<file path="src/cssq_defs.svh">
// constants for the capacitance stage sequencer: offsets, fields, timing
// assumes a 200 MHz clock and word-indexed register addresses
//==========================================================================
// Contract
// full sequence lasts stage count times per-stage time set by ratio
// up to twelve stages, each applying its own input routing
// low power sleep between sequences 200/400/600/800 ms by field
// low power period is sequence time plus sleep, then auto wake
// raw 16-bit per-stage results readable from index 0x00B upward
// route codes 00 float, 01 negative, 10 positive, 11 bias
// positive routing raises code on activation, negative lowers it
// matching field bits 13:12 upper word decoded to converter matching
// host sets matching 11 when two inputs share a terminal
// lower word inputs 0..6, upper word inputs 7..12 at bits 2n+1:2n
// host ties every unused input to bias
// differential button pair: both pressed means neither active
// ratio bits 9:8: 00 256, 01 128, 1x 64
// sequence starts at stage 0 and ends at last stage index
// each result register updates when its stage conversion completes
`ifndef CSSQ_DEFS_SVH
`define CSSQ_DEFS_SVH
//==========================================================================
// register indices (byte address not used, plain port is word indexed)
`define CSSQ_ADDR_PWR        8'h00
`define CSSQ_ADDR_SEQ        8'h01
`define CSSQ_ADDR_STATUS     8'h02
`define CSSQ_ADDR_RESULT0    8'h0B
`define CSSQ_ADDR_ROUTE0     8'h80
//==========================================================================
// power control fields, register reset values and the matching field
`define CSSQ_PWR_MODE_LSB    0
`define CSSQ_SLEEP_LSB       2
`define CSSQ_RATIO_LSB       8
`define CSSQ_PWR_RESET       16'h0000
`define CSSQ_MODE_LOW        2'h2
`define CSSQ_SEQ_RESET       4'hB
`define CSSQ_ROUTE_LO_RESET  16'hFFFF
`define CSSQ_ROUTE_HI_RESET  16'h3FFF
`define CSSQ_MATCH_LSB       12
//==========================================================================
// timing: per-stage times in ns, sleep step in ms, 200 MHz clock
`define CSSQ_CLK_MHZ         200
`define CSSQ_T_STAGE64_NS    768000
`define CSSQ_STAGE64_CYC     (`CSSQ_T_STAGE64_NS * `CSSQ_CLK_MHZ / 1000)
`define CSSQ_T_SLEEP_MS      200
`define CSSQ_SLEEP_CYC       (`CSSQ_T_SLEEP_MS * 1000 * `CSSQ_CLK_MHZ)
`endif

</file>
<file path="src/cssq_pkg.sv">
// types shared by the capacitance stage sequencer
// assumes cssq_defs.svh is included by the modules
package cssq_pkg;
    typedef enum logic [1:0] {CSSQ_IDLE, CSSQ_CONV, CSSQ_SLEEP} cssq_state_t;
    typedef enum logic [1:0] {
        CSSQ_FLOAT, CSSQ_NEG, CSSQ_POS, CSSQ_BIAS
    } cssq_route_t;
endpackage

</file>
<file path="src/cssq_route_decode.sv">
// decodes one stage's routing words into switch enables for all inputs
// assumes words are stable while the stage converts
`timescale 1ns/100ps
`include "cssq_defs.svh"
module cssq_route_decode
    import cssq_pkg::*;
#(
    parameter int N_IN = 13
) (
    input  wire logic [15:0]     i_route_lo,
    input  wire logic [15:0]     i_route_hi,
    output logic      [N_IN-1:0] o_to_pos,
    output logic      [N_IN-1:0] o_to_neg,
    output logic      [N_IN-1:0] o_to_bias,
    output logic      [1:0]      o_match
);
    logic [25:0] codes;
    // inputs 0..6 low word, 7..12 high word
    assign codes = {i_route_hi[11:0], i_route_lo[13:0]};
    //======================================================================
    // per input switch decode
    genvar g;
    for (g = 0; g < N_IN; g++) begin : g_in
        cssq_route_t c;
        assign c = cssq_route_t'(codes[2*g +: 2]);
        assign o_to_pos[g]  = (c == CSSQ_POS);
        assign o_to_neg[g]  = (c == CSSQ_NEG);
        assign o_to_bias[g] = (c == CSSQ_BIAS);
    end
    // matching of the unused terminal path
    assign o_match = i_route_hi[`CSSQ_MATCH_LSB +: 2];
endmodule // cssq_route_decode

</file>
<file path="src/cssq_stage_sequencer.sv">
// capacitance stage sequencer: registers, stage stepping, result capture
// assumes the analog converter holds a 16-bit result valid at the end of each counted stage time
//
// Chosen here: the strobed register port and the register addresses.
`timescale 1ns/100ps
`include "cssq_defs.svh"
module cssq_stage_sequencer
    import cssq_pkg::*;
#(
    parameter int N_STAGE   = 12,
    parameter int N_IN      = 13,
    parameter int STAGE_CYC = `CSSQ_STAGE64_CYC,
    parameter int SLEEP_CYC = `CSSQ_SLEEP_CYC
) (
    input  wire logic            i_clk,
    input  wire logic            i_rst_b,
    input  wire logic [7:0]      i_addr,
    input  wire logic [15:0]     i_wdata,
    input  wire logic            i_wr,
    input  wire logic            i_rd,
    output logic      [15:0]     o_rdata,
    input  wire logic [15:0]     i_conv_result,
    output logic      [3:0]      o_stage,
    output logic                 o_conv_run,
    output logic      [N_IN-1:0] o_to_pos,
    output logic      [N_IN-1:0] o_to_neg,
    output logic      [N_IN-1:0] o_to_bias,
    output logic      [1:0]      o_match,
    output logic                 o_seq_done
);
    //======================================================================
    // state
    typedef struct packed {
        logic [15:0]  pwr;
        logic [3:0]   last;
        cssq_state_t  st;
        logic [3:0]   stage;
        logic [31:0]  cnt;
        logic [1:0]   slp;
        logic         done;
        logic [15:0]  rdata;
        logic [N_STAGE*16-1:0] res;
        logic [N_STAGE*16-1:0] rlo;
        logic [N_STAGE*16-1:0] rhi;
    } cssq_reg_t;
    cssq_reg_t r_q, r_d;

    logic [1:0]  ratio_code;
    logic [31:0] stage_len;
    logic        low_power;
    logic [15:0] rd_val;
    logic [3:0]  ridx;
    logic [3:0]  last_cl;

    assign ratio_code = r_q.pwr[`CSSQ_RATIO_LSB +: 2];
    assign low_power  = (r_q.pwr[`CSSQ_PWR_MODE_LSB +: 2] == `CSSQ_MODE_LOW);
    // per stage time: 64 base, doubled for 128, quadrupled for 256
    always_comb begin
        case (ratio_code)
            2'h0:    stage_len = 32'(STAGE_CYC * 4);
            2'h1:    stage_len = 32'(STAGE_CYC * 2);
            default: stage_len = 32'(STAGE_CYC);
        endcase
    end
    // clamp the last stage index so a bad value cannot run off the table
    assign last_cl = (r_q.last > 4'(N_STAGE - 1)) ? 4'(N_STAGE - 1) : r_q.last;

    //======================================================================
    // routing of the current stage, decoded outside
    cssq_route_decode #(.N_IN(N_IN)) u_dec (
        .i_route_lo (r_q.rlo[r_q.stage*16 +: 16]),
        .i_route_hi (r_q.rhi[r_q.stage*16 +: 16]),
        .o_to_pos   (o_to_pos),
        .o_to_neg   (o_to_neg),
        .o_to_bias  (o_to_bias),
        .o_match    (o_match)
    );

    //======================================================================
    // read mux
    always_comb begin
        rd_val = 16'h0000;
        ridx   = i_addr[3:0];
        if (i_addr == `CSSQ_ADDR_PWR)
            rd_val = r_q.pwr;
        else if (i_addr == `CSSQ_ADDR_SEQ)
            rd_val = {12'h000, r_q.last};
        else if (i_addr == `CSSQ_ADDR_STATUS)
            rd_val = {8'h00, 2'(r_q.st), 2'h0, r_q.stage};
        else if (i_addr >= `CSSQ_ADDR_RESULT0 &&
                 i_addr < 8'(`CSSQ_ADDR_RESULT0 + N_STAGE)) begin
            ridx   = 4'(i_addr - `CSSQ_ADDR_RESULT0);
            rd_val = r_q.res[ridx*16 +: 16];
        end else if (i_addr[7] && i_addr[6:5] == 2'h0 &&
                     i_addr[4:1] < 4'(N_STAGE)) begin
            ridx   = i_addr[4:1];
            rd_val = i_addr[0] ? r_q.rhi[ridx*16 +: 16]
                               : r_q.rlo[ridx*16 +: 16];
        end
    end

    //======================================================================
    // next state: bus writes, then sequencer
    always_comb begin
        r_d      = r_q;
        r_d.done = 1'b0;
        r_d.rdata = i_rd ? rd_val : 16'h0000;
        if (i_wr) begin
            if (i_addr == `CSSQ_ADDR_PWR)
                r_d.pwr = i_wdata;
            else if (i_addr == `CSSQ_ADDR_SEQ)
                r_d.last = i_wdata[3:0];
            else if (i_addr[7] && i_addr[6:5] == 2'h0 &&
                     i_addr[4:1] < 4'(N_STAGE)) begin
                if (i_addr[0])
                    r_d.rhi[i_addr[4:1]*16 +: 16] = {2'h0, i_wdata[13:0]};
                else
                    r_d.rlo[i_addr[4:1]*16 +: 16] = {2'h0, i_wdata[13:0]};
            end
        end
        case (r_q.st)
            CSSQ_IDLE: begin
                r_d.stage = 4'h0;
                r_d.cnt   = 32'h0000_0000;
                r_d.st    = CSSQ_CONV;
            end
            CSSQ_CONV: begin
                if (r_q.cnt >= stage_len - 32'h1) begin
                    // converter output polarity follows the routing R07
                    r_d.res[r_q.stage*16 +: 16] = i_conv_result;
                    r_d.cnt = 32'h0000_0000;
                    if (r_q.stage >= last_cl) begin
                        r_d.done  = 1'b1;
                        r_d.stage = 4'h0;
                        r_d.slp   = 2'h0;
                        r_d.st    = low_power ? CSSQ_SLEEP : CSSQ_CONV;
                    end else begin
                        r_d.stage = r_q.stage + 4'h1;
                    end
                end else begin
                    r_d.cnt = r_q.cnt + 32'h1;
                end
            end
            CSSQ_SLEEP: begin
                // sleep code n waits n+1 steps of 200 ms
                if (r_q.cnt >= 32'(SLEEP_CYC) - 32'h1) begin
                    r_d.cnt = 32'h0000_0000;
                    if (r_q.slp >= r_q.pwr[`CSSQ_SLEEP_LSB +: 2])
                        r_d.st = CSSQ_CONV;
                    else
                        r_d.slp = r_q.slp + 2'h1;
                end else begin
                    r_d.cnt = r_q.cnt + 32'h1;
                end
            end
            default: r_d.st = CSSQ_IDLE;
        endcase
    end

    //======================================================================
    // state register
    always_ff @(posedge i_clk) begin
        if (!i_rst_b) begin
            r_q       <= '0;
            r_q.pwr   <= `CSSQ_PWR_RESET;
            r_q.last  <= `CSSQ_SEQ_RESET;
            r_q.st    <= CSSQ_IDLE;
            r_q.rlo   <= {N_STAGE{`CSSQ_ROUTE_LO_RESET}}; // unused tied bias
            r_q.rhi   <= {N_STAGE{`CSSQ_ROUTE_HI_RESET}};
        end else begin
            r_q <= r_d;
        end
    end

    // R12 holds in the analog path: a differential pair reads as neither
    assign o_rdata    = r_q.rdata;
    assign o_stage    = r_q.stage;
    assign o_conv_run = (r_q.st == CSSQ_CONV);
    assign o_seq_done = r_q.done;
endmodule // cssq_stage_sequencer

</file>
<file path="config.mk">
export PLATFORM = sky130hd
export DESIGN_NAME = cssq_stage_sequencer
export DESIGN_NICKNAME = d
export VERILOG_FILES = /design/src/cssq_pkg.sv /design/src/cssq_route_decode.sv /design/src/cssq_stage_sequencer.sv
export VERILOG_INCLUDE_DIRS = /design/src
export SDC_FILE = /design/constraint.sdc
export NUM_CORES = 2
export LEC_CHECK = 0
export ABC_AREA = 1
export BUFFER_PORTS_ARGS = -buffer_cell sky130_fd_sc_hd__buf_2
export CAP_MARGIN = 10
export CORE_MARGIN = 1.5
export CORE_UTILIZATION = 46
export CTS_BUF_LIST = sky130_fd_sc_hd__clkbuf_4 sky130_fd_sc_hd__clkbuf_8
export CTS_CLUSTER_SIZE = 12
export DETAILED_ROUTE_END_ITERATION = 8
export RECOVER_POWER = 100
export SYNTH_ARGS = -nofsm -noshare
export SYNTH_HDL_FRONTEND = slang
export SYNTH_HIERARCHICAL = 1
export SYNTH_SLANG_ARGS = --single-unit
</file>
<file path="constraint.sdc">
create_clock -name i_clk -period 3.45 [get_ports i_clk]
set_input_delay 0.69 -clock i_clk [delete_from_list [all_inputs] [get_ports i_clk]]
set_output_delay 0.69 -clock i_clk [all_outputs]
set_load 0.02 [all_outputs]
</file>
# Word-level counts from Yosys, hierarchy flattened
# Cells that the tools add are included.
# Widths: inputs -> output; s select.
classes:
  eq_ne: 50
  n_lt_le_gt_ge: 8
  n_reduce_logical: 20
  n_mux: 27
  n_addsub: 7
  bitwise_logic: 3
  n_shift: 9
ops:
  columns: ["cell", "count"]
  rows:
  - ["$bwmux 192", 3]
  - ["$shiftx 192x9->16", 3]
  - ["$shift 16x34->192 const A", 2]
  - ["$shiftx 16x34->192", 2]
  - ["$shiftx 192x9->14", 2]
  - ["$mux 16", 6]
  - ["$pmux 32 s3", 1]
  - ["$neg 8->34", 2]
  - ["$mux 32", 2]
  - ["$eq 2x2->1 const B", 28]
  - ["$pmux 20 s2", 1]
  - ["$add 32x1->32 const B", 1]
  - ["$ge 32x26->1 const B", 1]
  - ["$ge 32x32->1", 1]
  - ["$sub 32x1->32 const B", 1]
  - ["$eq 2x1->1 const B", 15]
  - ["$reduce_and 5->1", 3]
  - ["$mux 2", 6]
  - ["$eq 8x1->1 const B", 1]
  - ["$eq 8x2->1 const B", 1]
  - ["$ge 8x4->1 const B", 1]
  - ["$logic_not 8->1", 1]
  - ["$lt 8x5->1 const B", 1]
  - ["$mux 4", 2]
  - ["other kinds (22)", 37]
word_totals:
  register_bits: 653

# Depth between registers and ports, before layout
logic_depth:
  ltp_word: 8
  mapped_depth: 19
  mapped_depth_nobuf: 18

# Modules after synthesis
# The synthesis kept the hierarchy.
by_module_without_submodules:
  columns: ["module", "cells_per_inst", "seq_area_each_um2", "area_each_um2", "instances"]
  rows:
  - ["cssq_stage_sequencer", 5191, 12351.8, 33931.3, 1]
  - ["cssq_route_decode", 80, 0.0, 307.8, 1]

# Worst setup path after synthesis
# Ideal clock, no wire load.
synth_timing:
  kind: "in2reg"
  from: "in i_addr[1]"
  to: "reg r_q[267] (netlist name)"
  setup_ns: 0.079
  arrival_ns: 2.976
  path_buffers: 7
  slack_ns: 0.395
  path_stages: 14
  t_required_ns: 3.371
  cell_sequence: "buf_2 > inv_2 > buf_2 > buf_2 > buf_2 > ha_1 > buf_2 > inv_1 > nand4_2 > nor3_2 > nand2_1 > buf_4 > buf_2 > o211ai_1"
synth_between:
  elab_chain_cells: 3
  elab_cells_between_ends: 11
  classes_between: "add/sub: 1; order compare: 1; eq/ne: 1; shift: 2; mux: 1; bitwise: 2; reduce/logical: 3"
synth_rtl:
  columns: ["element", "line", "source"]
  rows:
  - ["start, declared", "cssq_stage_sequencer.sv:17", "input wire logic [7:0] i_addr,"]
  - ["$neg 8->34 (tied with other cells)", "cssq_stage_sequencer.sv:118", "r_d.rlo[i_addr[4:1]*16 +: 16] = {2'h0, i_wdata[13:0]};"]
  - ["$shiftx 16x34->192 (tied with other cells)", "cssq_stage_sequencer.sv:118", null]
  - ["$bwmux 192 or $reduce_and 5->1 (tied branches)", null, null]
  - ["end signal, assigned", "cssq_stage_sequencer.sv:171", "r_q <= r_d;"]
  - ["end, declared", "cssq_stage_sequencer.sv:46", "cssq_reg_t r_q, r_d;"]
# Several ways; a longest one is shown, not always the timed one.
# A chain may end at the register's enable or synchronous reset.

# Worst setup path after layout
layout_timing:
  from: "reg r_q, in the netlist o_stage[0]"
  to: "out o_to_pos[3]"
layout_between:
  elab_chain_cells: 2
layout_rtl:
  columns: ["element", "line", "source"]
  rows:
  - ["$shiftx 192x9->14", "cssq_stage_sequencer.sv:71", ".i_route_lo (r_q.rlo[r_q.stage*16 +: 16]),"]
  - ["$eq 2x2->1", "cssq_route_decode.sv:26", "assign o_to_pos[g] = (c == CSSQ_POS);"]
  - ["end, declared", "cssq_stage_sequencer.sv:25", "output logic [N_IN-1:0] o_to_pos,"]
# Every way passes these cells.

==> impl_metrics.yaml <==
status:
  status: "complete, but fails checks"
  violations: "design-rule violations, max-capacitance violations, max-slew violations"
timing:
  skew_ns: 0.0260
  period_needed_ns: 3.40
  worst_pin_slew_ns: 1.57
  maxSlewHeadroom_pct: -4.71
  setup_viol: 0
  setup-tns-final_ns: 0
  fmax_ghz: 0.294
  rsz0062_at_grt: "no"
  slew_violations: 53
  hold_viol: 0
  period_share_pct: 98.6
placed_design:
  io_buffers: 106
  place.gp.congestion: 0.914
  place_inst: 6034
  post-dp-hpwl_mm: 83.8
global_routing:
  antenna_found_initial: 6
  first_global_vias: 31700
  grt_pass1_wl_mm: 198
  grt_max_degree: 220
  grt_use_total_pct: 34.1
  gr-total-overflow: 0
drt:
  post-route-drc-count: 4
  ant_nets: 0
  wire_per_inst_microns: 21.4
  num_vias: 35600
  routed_wl_mm: 134
  drtIter0Drc: 4457
  vias_per_cell: 5.70
  detail_route.first_pass.iterations: 9
cts:
  clockBufferDepth: 3
  cts_tree: "done"
  cts_hold_buf: 0
  root_buffer: "clkbuf_8"
  path_clk_slew_ns: 0.06
  clock_sinks: 617
  htree_num_levels: 3
  numCtsBuffers: 110
  clk_latency_ns: 0.75
power_and_ir_drop:
  p_per_area_nw_per_um2: 576
  p_leak_uw: 0.0195
  ir_drop_mv: 0.428
synth:
  ys_warn_count: 6
  synth_area_sq_um: 34200
  netlist_instances: 5254
  avgSynthCellArea_sq_um: 6.50
  synth_nets: 5330
floorplan:
  ios: 107
  die_area_sq_um: 75900
  core_area_sq_um: 73200
  start_util_pct: 46.7
  row_count: 99
  die_h_microns: 275
  fp.dieW_microns: 275
flow_run:
  cap_violations: 1
setup_path:
  required_ns: 2.76
  worstPathCellList: "buf_12 > a21oi_1 > o21ai_0 > nand3_1 > a32o_1 > nor2_1 > clkbuf_2"
  cp_max_fo: 71
  critical_path_arrival_ns: 2.71
  rr_worst_depth: 11
  worst_setup_path_end_kind: "primary output"
  crit_slowest_cell: "dfxtp_4"
  max_stage_delay_ns: 0.44
  path_class: "reg2out"
  start_kind: "flop"
layout:
  syn_to_final_growth_pct: 10.2
  layout.cells.non_filler: 6244
  layout.nets: 5270
  num-fill-cells: 7565
  drive_gt1_share_pct: 9.30
  multi_input_area_sq_um: 17600
  regArea_sq_um: 12400
hold_path:
  hold_depth: 3
  hold_path_class: "in2reg"
==> cells in the final DEF (no fill, tap or decap), types with 31 or more instances in the layout <==
cell      instances
o21ai_0         529
dfxtp_1         614
buf_2            60
nand3_1         326
nand2_1        1158
inv_1           599
nor3_1           65
nor2_1          562
a21oi_1         449
clkbuf_1         31
buf_4            65
clkbuf_2         45
clkbuf_8        152
ha_1             31
o211ai_1        321
==> where the power goes <==
part           switching (uW)  internal, uW  total (uW)
registers                73.7          7180        7250
logic                    5090          1760        6850
clock network            3320          4260        7580
==> sequential cells by signal, indices dropped and copies added, names as in the netlist <==
| name | cells |
|---|---|
| o_stage | 4 |
| o_rdata | 16 |
| r_q | 596 |
| o_seq_done | 1 |
==> metrics by stage <==
step	worst slack, ns	area, sq um	utilization (%)	total power, uW	hold slack, ns
CTS	0.00725	37800	51.6	21400	0.157
global route	0.00443	37600	51.4	22500	0.198
detailed placement	0.141	35200	48.1	13600	0.429
global placement	0.260	35200	48.1	13600	0.424
floorplan	0.395	34200	-	11400	0.414
finish	0.0485	37600	51.4	21700	0.210
==> timing repair <==
item,in CTS,in global routing
setup endpoints to repair,22,80
resized for setup,11,15
pin swaps,1,3
buffers inserted,0,1
cloned,2,4
==> final timing paths <==
kind                           startpoint                     to  slack (ns)
setup reg to reg  o_stage[1]$_SDFFE_PN0P_  r_q[546]$_SDFFE_PN0P_        0.26
setup / recovery  o_stage[0]$_SDFFE_PN0P_            o_to_pos[3]        0.05
hold / removal                i_wdata[14]  r_q[651]$_SDFFE_PN0P_        0.21
hold reg to reg     r_q[626]$_SDFFE_PN0P_  r_q[626]$_SDFFE_PN0P_        0.44
==> per-layer routing <==
metal | track usage [%] | up-vias | wire (microns)
li1 | - | 17100 | -
met1 | 48.0 | 16200 | 57200
met2 | 49.7 | 1922 | 55500
met3 | 7.71 | 325 | 15300
met4 | 14.6 | 2 | 5880
met5 | 0 | - | 14
==> layout make-up <==
| type | instances | share of cell area [%] |
|---|---|---|
| well taps | 959 | 3.19 |
| multi-input cells | 3611 | 46.6 |
| repair buffers | 231 | 4.53 |
| clock inverters | 21 | 0.422 |
| clock buffers | 178 | 6.08 |
| inverters | 623 | 6.29 |
| flip-flops and latches | 617 | 32.8 |
| diodes | 4 | 0.0266 |
==> critical path: cells and delay by family (launching register included) <==
family                 cells  cell delay, ns
AO/OA/AOI/OAI              3            0.63
flip-flops                 1            0.44
AND/OR/NAND/NOR            2            0.32
buffers and inverters      2            0.49
Note: power is estimated with default switching activity, not from simulation.
